==> config.mk <==
export PLATFORM = sky130hd
export DESIGN_NAME = iop_ports
export DESIGN_NICKNAME = d
export VERILOG_FILES = /design/src/iop_pkg.sv /design/src/iop_ports.sv
export SDC_FILE = /design/constraint.sdc
export NUM_CORES = 1
export LEC_CHECK = 0
export ABC_AREA = 0
export BUFFER_PORTS_ARGS = -buffer_cell sky130_fd_sc_hd__buf_2
export CORE_MARGIN = 2
export CORE_UTILIZATION = 30
export DETAILED_ROUTE_END_ITERATION = 8
export GPL_ROUTABILITY_DRIVEN = 0
export GPL_TIMING_DRIVEN = 0
export REMOVE_ABC_BUFFERS = 1
export SLEW_MARGIN = 20
export SYNTH_ARGS = -nofsm -noshare
export SYNTH_HDL_FRONTEND = slang
export SYNTH_SLANG_ARGS = --single-unit
==> constraint.sdc <==
create_clock -name CLK_SYS -period 2 [get_ports CLK_SYS]
set_input_delay 0.1 -clock CLK_SYS [delete_from_list [all_inputs] [get_ports CLK_SYS]]
set_output_delay 0.1 -clock CLK_SYS [all_outputs]
set_load 0.005 [all_outputs]
==> src/iop_pkg.sv <==
package iop_pkg;
	// port widths
	localparam int P1_W = 8;
	localparam int P3_W = 8;
	localparam int PCTL_W = 4;

	// clocking
	localparam int CLK_SYS_MHZ = 125;
	localparam int OSC_PER_MC = 12;
	localparam int OSC_PER_HALF = 2;
	localparam int HALF_PER_MC = OSC_PER_MC / OSC_PER_HALF;
	localparam logic [2:0] PHASE_LAST = 3'(HALF_PER_MC - 1);
	localparam logic [2:0] PHASE_ZERO = 3'h0;
	localparam logic [2:0] PHASE_STEP = 3'h1;

	// reset hold
	localparam int RST_HOLD_MC = 2;
	localparam int RST_HOLD_CLK = RST_HOLD_MC * OSC_PER_MC;

	// pin reset level and pull-up maps
	localparam logic [P1_W-1:0] P1_RESET = 8'hff;
	localparam logic [P3_W-1:0] P3_RESET = 8'hff;
	localparam logic [P1_W-1:0] P1_PULL_MASK = 8'hfc;
	localparam logic [P3_W-1:0] P3_PULL_MASK = 8'hbf;
	localparam logic [P3_W-1:0] P3_PIN_MASK = 8'hbf;
	localparam logic [P1_W-1:0] ALL_ZERO = 8'h00;
	localparam logic [P1_W-1:0] ALL_ONE = 8'hff;

	// bit positions
	localparam int CMP_POS_BIT = 0;
	localparam int CMP_NEG_BIT = 1;
	localparam int RXD_BIT = 0;
	localparam int TXD_BIT = 1;
	localparam int EXT0_BIT = 2;
	localparam int EXT1_BIT = 3;
	localparam int TMR0_BIT = 4;
	localparam int TMR1_BIT = 5;
	localparam int CMP_OUT_BIT = 6;
	localparam int PCTL_BIT0 = 2;
	localparam int PCTL_BIT3 = 5;

	// power modes
	typedef enum logic [2:0] {
		IOP_RUN   = 3'h1,
		IOP_IDLE  = 3'h2,
		IOP_PDOWN = 3'h4
	} iop_mode_t;
endpackage

==> src/iop_ports.sv <==
// Notes on behaviour
// - eight bidirectional first-port pins with own latches
// - latch one frees pin, zero holds low
// - first-port bits 0,1 feed comparator, no pull-up
// - seven second-port pins with internal pull-ups
// - second-port bit 6 reads comparator output
// - latch one pulls pin high, readable
// - second-port alternate serial, interrupt, timer functions
// - first port carries code data when programming
// - second-port pins take programming control signals
// - reset input forces all pins high immediately
// - reset held two machine cycles resets device
// - one machine cycle per twelve oscillator cycles
// - oscillator divided by two with flip-flop
// - static logic keeps state when clock stops
// - idle halts processor, peripherals keep running
// - power-down stops oscillator until hardware reset
// - idle ends on enabled interrupt or reset
// - reset reinitialises latches, leaves memory alone
`timescale 1ns/1ns
`default_nettype none
module iop_ports
	import iop_pkg::*;
(
	// clock and reset
	input  wire logic              CLK_SYS,
	input  wire logic              RST,
	// latch writes from the core
	input  wire logic              P1_WR_EN,
	input  wire logic [P1_W-1:0]   P1_WR_DATA,
	input  wire logic              P3_WR_EN,
	input  wire logic [P3_W-1:0]   P3_WR_DATA,
	// pin reads to the core
	output logic      [P1_W-1:0]   P1_RD_DATA,
	output logic      [P3_W-1:0]   P3_RD_DATA,
	// first port pins
	input  wire logic [P1_W-1:0]   P1_IN,
	output logic      [P1_W-1:0]   P1_OUT,
	output logic      [P1_W-1:0]   P1_OE_N,
	output logic      [P1_W-1:0]   P1_PULLUP_EN,
	// second port pins
	input  wire logic [P3_W-1:0]   P3_IN,
	output logic      [P3_W-1:0]   P3_OUT,
	output logic      [P3_W-1:0]   P3_OE_N,
	output logic      [P3_W-1:0]   P3_PULLUP_EN,
	// comparator
	input  wire logic              COMPARATOR_RESULT,
	output logic                   COMPARATOR_POSITIVE_INPUT,
	output logic                   COMPARATOR_NEGATIVE_INPUT,
	// alternate functions
	input  wire logic              SERIAL_TX,
	output logic                   SERIAL_RX,
	output logic                   EXTERNAL_INTERRUPT_ZERO_PIN,
	output logic                   EXTERNAL_INTERRUPT_ONE_PIN,
	output logic                   TIMER_ZERO_COUNT_INPUT,
	output logic                   TIMER_ONE_COUNT_INPUT,
	// flash programming
	input  wire logic              PROG_MODE,
	input  wire logic              PROG_DATA_OE,
	input  wire logic [P1_W-1:0]   PROG_DATA_WR,
	output logic      [P1_W-1:0]   PROG_DATA_RD,
	output logic      [PCTL_W-1:0] PROG_CTRL,
	// power modes and clocking
	input  wire logic              IDLE_REQ,
	input  wire logic              PDOWN_REQ,
	input  wire logic              WAKE_IRQ,
	output logic                   CPU_HALT,
	output logic                   OSC_RUN,
	output logic                   MACHINE_CYCLE,
	output logic                   DEVICE_RESET
);

	iop_mode_t            mode_r;
	logic                 osc_run;
	logic                 half_r;
	logic [2:0]           phase_r;
	logic                 mc_pulse;
	logic [RST_HOLD_CLK-1:0] rst_hist_r;
	logic [P1_W-1:0]      p1_latch_r;
	logic [P3_W-1:0]      p3_latch_r;
	logic [P1_W-1:0]      p1_meta_r;
	logic [P1_W-1:0]      p1_sync_r;
	logic [P3_W-1:0]      p3_meta_r;
	logic [P3_W-1:0]      p3_sync_r;
	logic [P1_W-1:0]      prog_data_r;
	logic                 prog_oe_r;
	logic [P3_W-1:0]      p3_drive;

	// power mode: only a hardware reset leaves power-down
	// power-down until reset
	always_ff @(posedge CLK_SYS or posedge RST) begin
		if (RST) begin
			mode_r <= IOP_RUN;
		end else begin
			unique case (mode_r)
				IOP_RUN: begin
					if (PDOWN_REQ) begin
						mode_r <= IOP_PDOWN;
					end else if (IDLE_REQ) begin
						mode_r <= IOP_IDLE;
					end
				end
				IOP_IDLE: begin
					if (WAKE_IRQ) begin
						mode_r <= IOP_RUN;
					end
				end
				IOP_PDOWN: begin
					mode_r <= IOP_PDOWN;
				end
				default: begin
					mode_r <= IOP_RUN;
				end
			endcase
		end
	end

	assign osc_run = (mode_r != IOP_PDOWN);
	assign OSC_RUN = osc_run;
	assign CPU_HALT = (mode_r != IOP_RUN);

	always_ff @(posedge CLK_SYS or posedge RST) begin
		if (RST) begin
			half_r <= 1'b0;
		end else if (osc_run) begin
			half_r <= ~half_r;
		end
	end

	always_ff @(posedge CLK_SYS or posedge RST) begin
		if (RST) begin
			phase_r <= PHASE_ZERO;
		end else if (osc_run && half_r) begin
			phase_r <= (phase_r == PHASE_LAST) ? PHASE_ZERO : phase_r + PHASE_STEP;
		end
	end

	assign mc_pulse = osc_run && half_r && (phase_r == PHASE_LAST);
	assign MACHINE_CYCLE = mc_pulse;

	// reset level history; no reset of its own since it watches the reset
	// full reset after hold
	always_ff @(posedge CLK_SYS) begin
		rst_hist_r <= {rst_hist_r[RST_HOLD_CLK-2:0], RST};
	end

	assign DEVICE_RESET = &rst_hist_r;

	// latches go to ones without a clock edge
	// pins forced high
	always_ff @(posedge CLK_SYS or posedge RST) begin
		if (RST) begin
			p1_latch_r <= P1_RESET;
		end else if (P1_WR_EN) begin
			p1_latch_r <= P1_WR_DATA;
		end
	end

	always_ff @(posedge CLK_SYS or posedge RST) begin
		if (RST) begin
			p3_latch_r <= P3_RESET;
		end else if (P3_WR_EN) begin
			p3_latch_r <= P3_WR_DATA;
		end
	end

	// programming data path, registered
	always_ff @(posedge CLK_SYS or posedge RST) begin
		if (RST) begin
			prog_data_r <= ALL_ONE;
			prog_oe_r <= 1'b0;
		end else begin
			prog_data_r <= PROG_DATA_WR;
			prog_oe_r <= PROG_MODE && PROG_DATA_OE;
		end
	end

	// pins only sink unless programming drives them: a one releases the pin, to the pull-up on bits 2 to 7 only
	// zero holds pin low
	always_comb begin
		if (prog_oe_r && !RST) begin
			P1_OUT = prog_data_r;
			P1_OE_N = ALL_ZERO;
		end else begin
			P1_OUT = ALL_ZERO;
			P1_OE_N = p1_latch_r;
		end
	end

	assign P1_PULLUP_EN = P1_PULL_MASK;

	// serial transmit shares the latch; bit 6 has no pin
	// transmit alternate output
	always_comb begin
		p3_drive = p3_latch_r;
		// reset lifts transmit too, so every pin reads high at once
		p3_drive[TXD_BIT] = p3_latch_r[TXD_BIT] & (SERIAL_TX | RST);
		p3_drive[CMP_OUT_BIT] = 1'b1;
	end

	assign P3_OUT = ALL_ZERO;
	assign P3_OE_N = p3_drive | ~P3_PIN_MASK;
	assign P3_PULLUP_EN = P3_PULL_MASK;

	// two stages on the machine-cycle enable, one for second-port bit 6; the first is read only by the second
	// synchronised pin reads
	always_ff @(posedge CLK_SYS or posedge RST) begin
		if (RST) begin
			p1_meta_r <= ALL_ONE;
			p1_sync_r <= ALL_ONE;
		end else if (mc_pulse) begin
			p1_meta_r <= P1_IN;
			p1_sync_r <= p1_meta_r;
		end
	end

	always_ff @(posedge CLK_SYS or posedge RST) begin
		if (RST) begin
			p3_meta_r <= ALL_ONE;
			p3_sync_r <= ALL_ONE;
		end else if (mc_pulse) begin
			p3_meta_r <= P3_IN;
			p3_sync_r <= p3_meta_r;
			p3_sync_r[CMP_OUT_BIT] <= COMPARATOR_RESULT;
		end
	end

	assign P1_RD_DATA = p1_sync_r;
	assign P3_RD_DATA = p3_sync_r;
	assign PROG_DATA_RD = p1_sync_r;
	// comparator inputs sampled, the analog path is elsewhere
	assign COMPARATOR_POSITIVE_INPUT = p1_sync_r[CMP_POS_BIT];
	assign COMPARATOR_NEGATIVE_INPUT = p1_sync_r[CMP_NEG_BIT];

	assign SERIAL_RX = p3_sync_r[RXD_BIT];
	assign EXTERNAL_INTERRUPT_ZERO_PIN = p3_sync_r[EXT0_BIT];
	assign EXTERNAL_INTERRUPT_ONE_PIN = p3_sync_r[EXT1_BIT];
	assign TIMER_ZERO_COUNT_INPUT = p3_sync_r[TMR0_BIT];
	assign TIMER_ONE_COUNT_INPUT = p3_sync_r[TMR1_BIT];
	assign PROG_CTRL = PROG_MODE ? p3_sync_r[PCTL_BIT3:PCTL_BIT0] : 4'h0;

	// helper: clocks since the last machine cycle
	logic [4:0] gap_r;
	logic       seen_r;
	always_ff @(posedge CLK_SYS or posedge RST) begin
		if (RST) begin
			gap_r <= 5'h0;
			seen_r <= 1'b0;
		end else if (mc_pulse) begin
			gap_r <= 5'h0;
			seen_r <= 1'b1;
		end else if (osc_run) begin
			gap_r <= gap_r + 5'h1;
		end
	end

	a_mc_period: assert property (@(posedge CLK_SYS) disable iff (RST)
		mc_pulse && seen_r |-> gap_r == 5'(OSC_PER_MC - 1))
		else $error("machine cycle period wrong");

	a_half_toggle: assert property (@(posedge CLK_SYS) disable iff (RST)
		osc_run |=> half_r != $past(half_r))
		else $error("divide-by-two stage stuck");

	a_pdown_static: assert property (@(posedge CLK_SYS) disable iff (RST)
		mode_r == IOP_PDOWN |=> mode_r == IOP_PDOWN && !mc_pulse && $stable(p1_sync_r))
		else $error("activity in power-down");

	a_idle_wake: assert property (@(posedge CLK_SYS) disable iff (RST)
		mode_r == IOP_IDLE && WAKE_IRQ |=> mode_r == IOP_RUN && !CPU_HALT)
		else $error("idle did not end on wake");

	a_reset_pins: assert property (@(posedge CLK_SYS)
		RST |-> P1_OE_N == ALL_ONE && P3_OE_N == ALL_ONE)
		else $error("pins not high in reset");

	a_full_reset: assert property (@(posedge CLK_SYS)
		$rose(DEVICE_RESET) |-> $past(RST) && $past(RST, RST_HOLD_CLK))
		else $error("device reset too early");

	a_reset_drop: assert property (@(posedge CLK_SYS)
		!RST |=> !DEVICE_RESET)
		else $error("device reset without input");

	a_latch_drive: assert property (@(posedge CLK_SYS) disable iff (RST)
		P1_WR_EN && !PROG_MODE && !prog_oe_r |=> P1_OE_N == $past(P1_WR_DATA) || prog_oe_r)
		else $error("first port not following latch");

	a_bit6_nopin: assert property (@(posedge CLK_SYS) disable iff (RST)
		mc_pulse |=> P3_OE_N[CMP_OUT_BIT] && P3_RD_DATA[CMP_OUT_BIT] == $past(COMPARATOR_RESULT))
		else $error("bit 6 not comparator");

	a_txd_gate: assert property (@(posedge CLK_SYS) disable iff (RST)
		!SERIAL_TX |-> !P3_OE_N[TXD_BIT])
		else $error("transmit low not driven");

	a_read_sync: assert property (@(posedge CLK_SYS) disable iff (RST)
		$changed(P1_RD_DATA) |-> $past(mc_pulse))
		else $error("read changed off machine cycle");

	a_prog_drive: assert property (@(posedge CLK_SYS) disable iff (RST)
		PROG_MODE && PROG_DATA_OE |=> P1_OE_N == ALL_ZERO && P1_OUT == $past(PROG_DATA_WR))
		else $error("programming data not driven");

	a_idle_clock: assert property (@(posedge CLK_SYS) disable iff (RST)
		mode_r == IOP_IDLE |-> CPU_HALT && OSC_RUN)
		else $error("idle stopped the clock");

	a_run_active: assert property (@(posedge CLK_SYS) disable iff (RST)
		mode_r == IOP_RUN |-> !CPU_HALT && OSC_RUN)
		else $error("core halted while running");

	a_pdown_osc: assert property (@(posedge CLK_SYS) disable iff (RST)
		mode_r == IOP_PDOWN |-> !OSC_RUN && CPU_HALT)
		else $error("oscillator running in power-down");

	a_reset_held: assert property (@(posedge CLK_SYS)
		DEVICE_RESET |-> $past(RST))
		else $error("device reset after input low");

	a_ctrl_quiet: assert property (@(posedge CLK_SYS) disable iff (RST)
		!PROG_MODE |-> PROG_CTRL == '0)
		else $error("programming controls outside programming");

	a_p3_latch: assert property (@(posedge CLK_SYS) disable iff (RST)
		P3_WR_EN |=> P3_OE_N[TMR1_BIT:EXT0_BIT] == $past(P3_WR_DATA[TMR1_BIT:EXT0_BIT]))
		else $error("second port not following latch");

endmodule
`default_nettype wire

-- Word-level counts from Yosys, hierarchy flattened
Cells that the tools add are included.
- bits in registers: 88
- input port bits: 51
- output and inout port bits: 87
- word-level logic and storage cells: 39
- add/subtract/negate cells: 1
- eq/ne operators: 8
- muxes and demuxes: 8
- bitwise operators: 3
- reductions and logical operators: 7
- operator list (cell ; number):
    $reduce_and 24->1 ; 1
    $mux 8 ; 2
    $mux 3 ; 4
    $pmux 3 s3 ; 1
    $eq 3x3->1 const B ; 2
    $ne 3x3->1 const B ; 2
    $logic_and 1x1->1 ; 4
    $mux 4 ; 1
    $add 3x1->3 const B ; 1
    $eq 3x1->1 const B ; 1
    $eq 3x2->1 const B ; 1
    $ne 3x1->1 const B ; 1
    $ne 2x2->1 const B ; 1
    $reduce_and 2->1 ; 1
    $and 1x1->1 ; 1
    $logic_not 1->1 ; 1
    $not 1->1 ; 1
    $or 1x1->1 ; 1

-- Longest topological paths before layout
Gate-level depths: netlist of the first run.
- depth in word-level cells: 3
- depth in mapped cells: 4
- gate-level depth less buffers: 4

-- Least setup slack after synthesis of the first run
No wires, ideal clock.
- path kind: reg-to-reg
- start point: register mode_r[1]
- end point: register phase_r[1]
- library setup time: 0.125 ns
- arrival: 1.276 ns
- data required time: 1.875 ns
- setup slack: 0.599 ns
- stages on the path, launching flop included: 5
- buffers on the path: 0
- period minus slack after synthesis: 1.401 ns
- cells stage by stage: dfrtp_1 > nor3b_4 > inv_2 > and3_4 > mux2_4
- longest elaborated chain between the ends: 2
- RTL lines (item ; line ; text):
    start, declared ; iop_ports.sv:73 ; iop_mode_t mode_r;
    start signal, assigned ; iop_ports.sv:93 ; mode_r <= IOP_RUN;
    start signal, assigned ; iop_ports.sv:98 ; mode_r <= IOP_PDOWN;
    start signal, assigned ; iop_ports.sv:100 ; mode_r <= IOP_IDLE;
    $ne 3x3->1 ; iop_ports.sv:118 ; assign osc_run = (mode_r != IOP_PDOWN);
    via OSC_RUN ; iop_ports.sv:68 ; output logic OSC_RUN,
    $logic_and 1x1->1 ; iop_ports.sv:133 ; end else if (osc_run && half_r) begin
    end signal, assigned ; iop_ports.sv:134 ; phase_r <= (phase_r == PHASE_LAST) ? PHASE_ZERO : phase_r + PHASE_STEP;
    end, declared ; iop_ports.sv:76 ; logic [2:0] phase_r;
The timed path passes the listed nets, and every way through them passes these cells.
A chain may end at the register's enable or synchronous reset.

-- Worst setup path after layout of the first run
- start point: register rst_hist_r[21]
- end point: output port DEVICE_RESET
- longest elaborated chain between the ends: 1
- RTL lines (item ; line ; text):
    start, declared ; iop_ports.sv:78 ; logic [RST_HOLD_CLK-1:0] rst_hist_r;
    start signal, assigned ; iop_ports.sv:144 ; rst_hist_r <= {rst_hist_r[RST_HOLD_CLK-2:0], RST};
    $reduce_and 24->1 ; iop_ports.sv:147 ; assign DEVICE_RESET = &rst_hist_r;
    end, declared ; iop_ports.sv:70 ; output logic DEVICE_RESET
Every way passes these cells.

==> results.cfg, run 1 <==
[drt]
vias = 2149
post-route-drc-count = 0
drt_iter0_markers = 47
drt_pre_antenna_iters = 3
avgViaCountPerCell = 4.08
drtAntennaViolNets = 0
drt-wirelength-per-cell_um = 12.2
wl_um = 6430

[clock_network]
cts.path.max_buffers = 2
clock_sinks = 86
root_buffer = clkbuf_16
clk_latency_ns = 0.34
h-tree-depth = 3
cts_made_buffers = 9
clkSlewWorstSetupHoldPaths_ns = 0.07
cts_tree = yes

[place]
dp_slack_ns = 0.195
place_inst = 468
dp_hpwl_um = 4160
port_buffers = 110

[sta]
tightest_slew_ns = 0.550
worst_slew_margin_rel = 0.631
finalSetupViolations = 0
finalCritPeriodShare = 0.871
rsz0062_at_grt = no
maxSlewViolCount = 0
postLayoutSetupSlackWorst_ns = 0.258
hold_viol_final = 0
fmax_mhz = 574
fin_skew_ns = 0.00451
final.min_clock_period_ns = 1.74

[logic_synthesis]
synth_top_area_cell = dfstp_2
syn-cell-area_sq_um = 3510
ys_seq_elements = 86
synth_top_area_share = 0.411
synthFlopType = dfstp_2
syn_inst = 242
async_flop_share = 0.721
synth.area.top_cells = dfstp_2 41%, dfxtp_1 14%, mux2_4 13%
synthDistinctLibCells = 31
ys_seq_area_frac = 0.598
postSynthAreaPerCell_sq_um = 14.5
yosys_warnings = 0
synth-edff-count = 0

[global_routing]
gr-usage-all-layers = 0.108
grt_max_degree = 48
first_global_vias = 2228
antenna_found_initial = 0
grt-ovfl-total = 0
grt_first_pass_wirelength_um = 10700

[finish]
fin_util = 0.413
final_common_cell = buf_2
fin_cells = 527
layout.nets = 430
n_antenna_cell = 0
final_cell_mix = 110 x buf_2, 55 x dfstp_2, 42 x dlygate4sd3_1
area_growth_pct = 34.4
drive_above_1_share = 0.620

[power]
internal-power_w = 0.00287
ir_drop_mv = 0.366
power_density_nw_per_um2 = 800
power_frac_seq = 0.492
clockPowerShare = 0.439
p_sw_frac = 0.239
combPwrFrac = 0.069
power.leakage_nw = 2.20
power_switching_w = 0.000904

[floorplanning]
coreArea_sq_um = 11400
die_x_um = 112
ios = 138
dieArea_sq_um = 12600
placementRows = 39
dieHeight_um = 112
start_util = 0.308

[setup_path]
cp.required_ns = 1.90
arrival_ns = 1.64
critPathLaunchType = register
critPathSlowestCell = or4_1
path_max_fanout = 2
critical-path-top-delay-family = simple AND/OR/NAND/NOR gates
cpPeakStageDelay_ns = 0.54
r2r_setup_slack_ns = 0.48
critical_path_class = reg2out
worstPathCellList = nand4_1 -> or4_1 -> nor3_1 -> buf_2
path_buf_inv = 1
end_kind = output port

[run]
max-cap-violations = 0

[outcome]
status = finished, final reports clean

[min_path]
min_path_type = in2reg
## flip-flops by register name (all words and copies together) (netlist names)
signal	flops
P1_RD_DATA	8
P3_RD_DATA	8
half_r	1
mode_r	3
p1_latch_r	8
p1_meta_r	8
p3_latch_r	7
p3_meta_r	7
phase_r	3
prog_data_r	8
prog_oe_r	1
rst_hist_r	24
## tightest hold or removal path: cells and delay by family
family | cells | cell delay (ns)
AOI/OAI and AO/OA | 1 | 0.07
buffers and inverters | 2 | 0.17
## cell usage after synthesis (all sizes together) (2+ instances only)
master / instances
conb: 2
mux2: 48
nor2b: 10
xnor2: 2
nand4: 6
nor2: 4
clkbuf: 3
inv: 4
and2: 13
o21ai: 2
dfxtp: 24
dfstp: 55
buf: 49
dfrtp: 7
## timing repair
| item | CTS | global route |
|---|---|---|
| setup buffers | 1 | 0 |
| endpoints found under the setup margin | 1 | 14 |
| cloned | 0 | 0 |
| pin swaps | 1 | 0 |
| resized for setup | 0 | 1 |
| hold buffers | 42 | 0 |
| hold endpoints to repair | 57 | 0 |
## routing by layer
metal | vias up | global-route usage | part of all wire
met5 | - | 0 | 0
met4 | 0 | 0.0463 | 0.016
met3 | 10 | 0.0335 | 0.066
met2 | 87 | 0.175 | 0.48
met1 | 1037 | 0.132 | 0.43
li1 | 1015 | - | -
## area by class of cell
| class | count | area [sq um] |
|---|---|---|
| inverters | 4 | 17.5 |
| clock inverters | 7 | 76.3 |
| multi-input cells | 123 | 1090 |
| repair buffers | 155 | 1030 |
| flip-flops and latches | 86 | 2100 |
| well taps | 143 | 179 |
| clock buffers | 9 | 225 |
| fillers | 1092 | 6700 |
## power groups by stage
stage | registers, W | logic [W] | clock network [W]
global route | 0.00187 | 0.000291 | 0.00181
CTS | 0.00186 | 0.000265 | 0.00172
finish | 0.00186 | 0.000260 | 0.00166
detailed placement | 0.00189 | 0.000200 | 0
global placement | 0.00188 | 0.000188 | 0
floorplan | 0.00188 | 0.0000878 | 0
## through the flow
step / hold slack (ns) / power, W / setup TNS, ns / cell area, sq um
after floorplan: 0.104 / 0.00197 / 0 / 3210
after global placement: 0.206 / 0.00207 / -4.67 / 3940
after detailed placement: 0.209 / 0.00209 / 0 / 3990
after CTS: 0.0334 / 0.00384 / 0 / 4720
after global routing: 0.0460 / 0.00397 / 0 / 4720
final: 0.0461 / 0.00378 / 0 / 4720
## kinds of logic (layout without fill, tap and decap cells)
logic type             after synthesis  after routing  synth area share
flip-flops                          86             86             0.598
buffers and inverters               56            175             0.115
multiplexers                        49             49             0.190
AND/OR/NAND/NOR                     41             41            0.0787
AO/OA/AOI/OAI                        6              6            0.0107
other                                2             25           0.00214
XOR/XNOR                             2              2           0.00499
## final timing paths
check,start,end,cells after the start
worst min register to register,rst_hist_r[22],rst_hist_r[23],0
worst max-delay path,rst_hist_r[21],DEVICE_RESET,4
max in group asynchronous,RST,p3_meta_r[0],4
worst min-delay path,PDOWN_REQ,mode_r[2],3
min in group asynchronous,RST,prog_data_r[5],3
worst max register to register,phase_r[1],p3_meta_r[5],4
Power figures use the tool's default switching activity.
==> run 2, diff against run 1 <==
--- a/config.mk
+++ b/config.mk
@@ -8,10 +8,10 @@
 export ABC_AREA = 0
 export BUFFER_PORTS_ARGS = -buffer_cell sky130_fd_sc_hd__buf_2
 export CORE_MARGIN = 2
-export CORE_UTILIZATION = 30
+export CORE_UTILIZATION = 45
 export DETAILED_ROUTE_END_ITERATION = 8
 export GPL_ROUTABILITY_DRIVEN = 0
-export GPL_TIMING_DRIVEN = 0
+export PLACE_DENSITY = 0.75
 export REMOVE_ABC_BUFFERS = 1
 export SLEW_MARGIN = 20
 export SYNTH_ARGS = -nofsm -noshare
==> constraint.sdc (replaced) <==
create_clock -name CLK_SYS -period 2.25 [get_ports CLK_SYS]
set_input_delay 0.1125 -clock CLK_SYS [delete_from_list [all_inputs] [get_ports CLK_SYS]]
set_output_delay 0.1125 -clock CLK_SYS [all_outputs]
set_load 0.005 [all_outputs]
==> results.cfg, run 2 (synthesis gave the netlist of run 1 again) <==
[outcome]
status = finished, final reports clean

[clock_network]
clock_sinks = 86
clk_latency_ns = 0.35
post_cts_resized = 0
root_buffer = clkbuf_8
h-tree-depth = 3
postCtsSetupBuffers = 0
cts.path.max_buffers = 2
clkSlewWorstSetupHoldPaths_ns = 0.08
hold_buffers = 41
cts_made_buffers = 9
cts_tree = yes

[sta]
setup_tns_ns = 0
final.min_clock_period_ns = 2.05
fin_skew_ns = 0.00788
finalCritPeriodShare = 0.909
tightest_slew_ns = 0.950
fmax_mhz = 489
postLayoutSetupSlackWorst_ns = 0.204
worst_slew_margin_rel = 0.365
finalSetupViolations = 0
maxSlewViolCount = 0
hold_viol_final = 0
rsz0062_at_grt = no

[drt]
route.layer.met1.wl_um = 2590
drt_iter0_markers = 40
maxUsedRoutingLayer = met4
wl_met3_um = 493
wl_um = 6350
post-route-drc-count = 0
met2_length_um = 3220
drt_pre_antenna_iters = 3
drtAntennaViolNets = 0
drt-wirelength-per-cell_um = 13.1
vias = 2125
avgViaCountPerCell = 4.39

[finish]
top_register = rst_hist_r
largest_reg_flops = 24
layout.nets = 428
fin_util = 0.599
fillers = 609
ff_latch_area_sq_um = 2100
final_cell_mix = 110 x buf_2, 55 x dfstp_2, 41 x dlygate4sd3_1
final_common_cell = buf_2
drive_above_1_share = 0.618
n_antenna_cell = 0
multiInputGateArea_sq_um = 1090
area_growth_pct = 30.4
fin_cells = 484

[floorplanning]
start_util = 0.459
placementRows = 32
dieArea_sq_um = 8530
dieHeight_um = 92.3
coreArea_sq_um = 7650
die_x_um = 92.3
ios = 138

[setup_path]
cp.required_ns = 2.14
path_max_fanout = 16
end_kind = output port
critPathLaunchType = input pin
arrival_ns = 1.93
critical_path_class = in2out

[run]
max-cap-violations = 0

[power]
power_density_nw_per_um2 = 685
ir_drop_mv = 0.343
power.leakage_nw = 2.16

[global_routing]
first_global_vias = 2151
grt_max_degree = 43
grt-ovfl-total = 0
antenna_found_initial = 0
gr-usage-all-layers = 0.153
grt_first_pass_wirelength_um = 9970

[min_path]
min_path_type = in2reg

[place]
dp_hpwl_um = 3980
dp_slack_ns = 0.740
place_inst = 427
port_buffers = 110
==> run 2: changes by cell type in the layout (fill, tap and decap cells not counted), sizes merged <==
cell and change:
buf -1, bufinv +2, clkinv -2, dlygate4sd3 -1, clkbuf +1, inv -1
==> run 2: path summary, 6_finish.rpt <==
check,start,end,slack (ns),depth (start not counted)
max in group asynchronous,RST,p3_latch_r[4],1.24,4
min in group asynchronous,RST,prog_oe_r,0.39,3
min,P1_WR_DATA[5],p1_latch_r[5],0.03,2
max reg2reg,mode_r[0],P1_RD_DATA[0],0.74,4
min reg2reg,rst_hist_r[10],rst_hist_r[11],0.35,0
max,RST,P1_OUT[0],0.20,5
==> run 2: through the flow <==
step,cell area (sq um),total power (W),hold slack [ns]
finish,4580,0.00314,0.0321
global route,4580,0.00329,0.000340
floorplan,3210,0.00175,0.117
CTS,4580,0.00320,0.00277
detailed placement,3930,0.00185,0.179
global placement,3930,0.00184,0.180
==> run 2: layout make-up <==
cell class                 instances  share of cell area
sequential                        86               0.459
multi-input combinational        123               0.238
timing repair buffer             153               0.219
clock buffer                      10              0.0325
tap                              102              0.0279
clock inverter                     6              0.0208
inverter                           4             0.00328
==> run 2: routing by layer <==
metal  vias to the layer above  global-route usage
li1                        999                   -
met1                      1035               0.169
met2                        85               0.276
met3                         6              0.0610
met4                         0              0.0336
met5                         -                   0
==> run 2: critical path, stage by stage <==
cell and delay (ns):
dlygate4sd3_1 0.55, buf_2 0.16, nor2b_1 0.74, and2_1 0.25, buf_2 0.12
==> run 2: where the power goes <==
part           leakage, nW  total, W  switching (W)  internal (W)
Combinational         1.17  0.000231      0.0000943      0.000136
Sequential           0.866   0.00165      0.0000243       0.00163
Clock                0.123   0.00126       0.000549      0.000706
Total                 2.16   0.00314       0.000668       0.00247
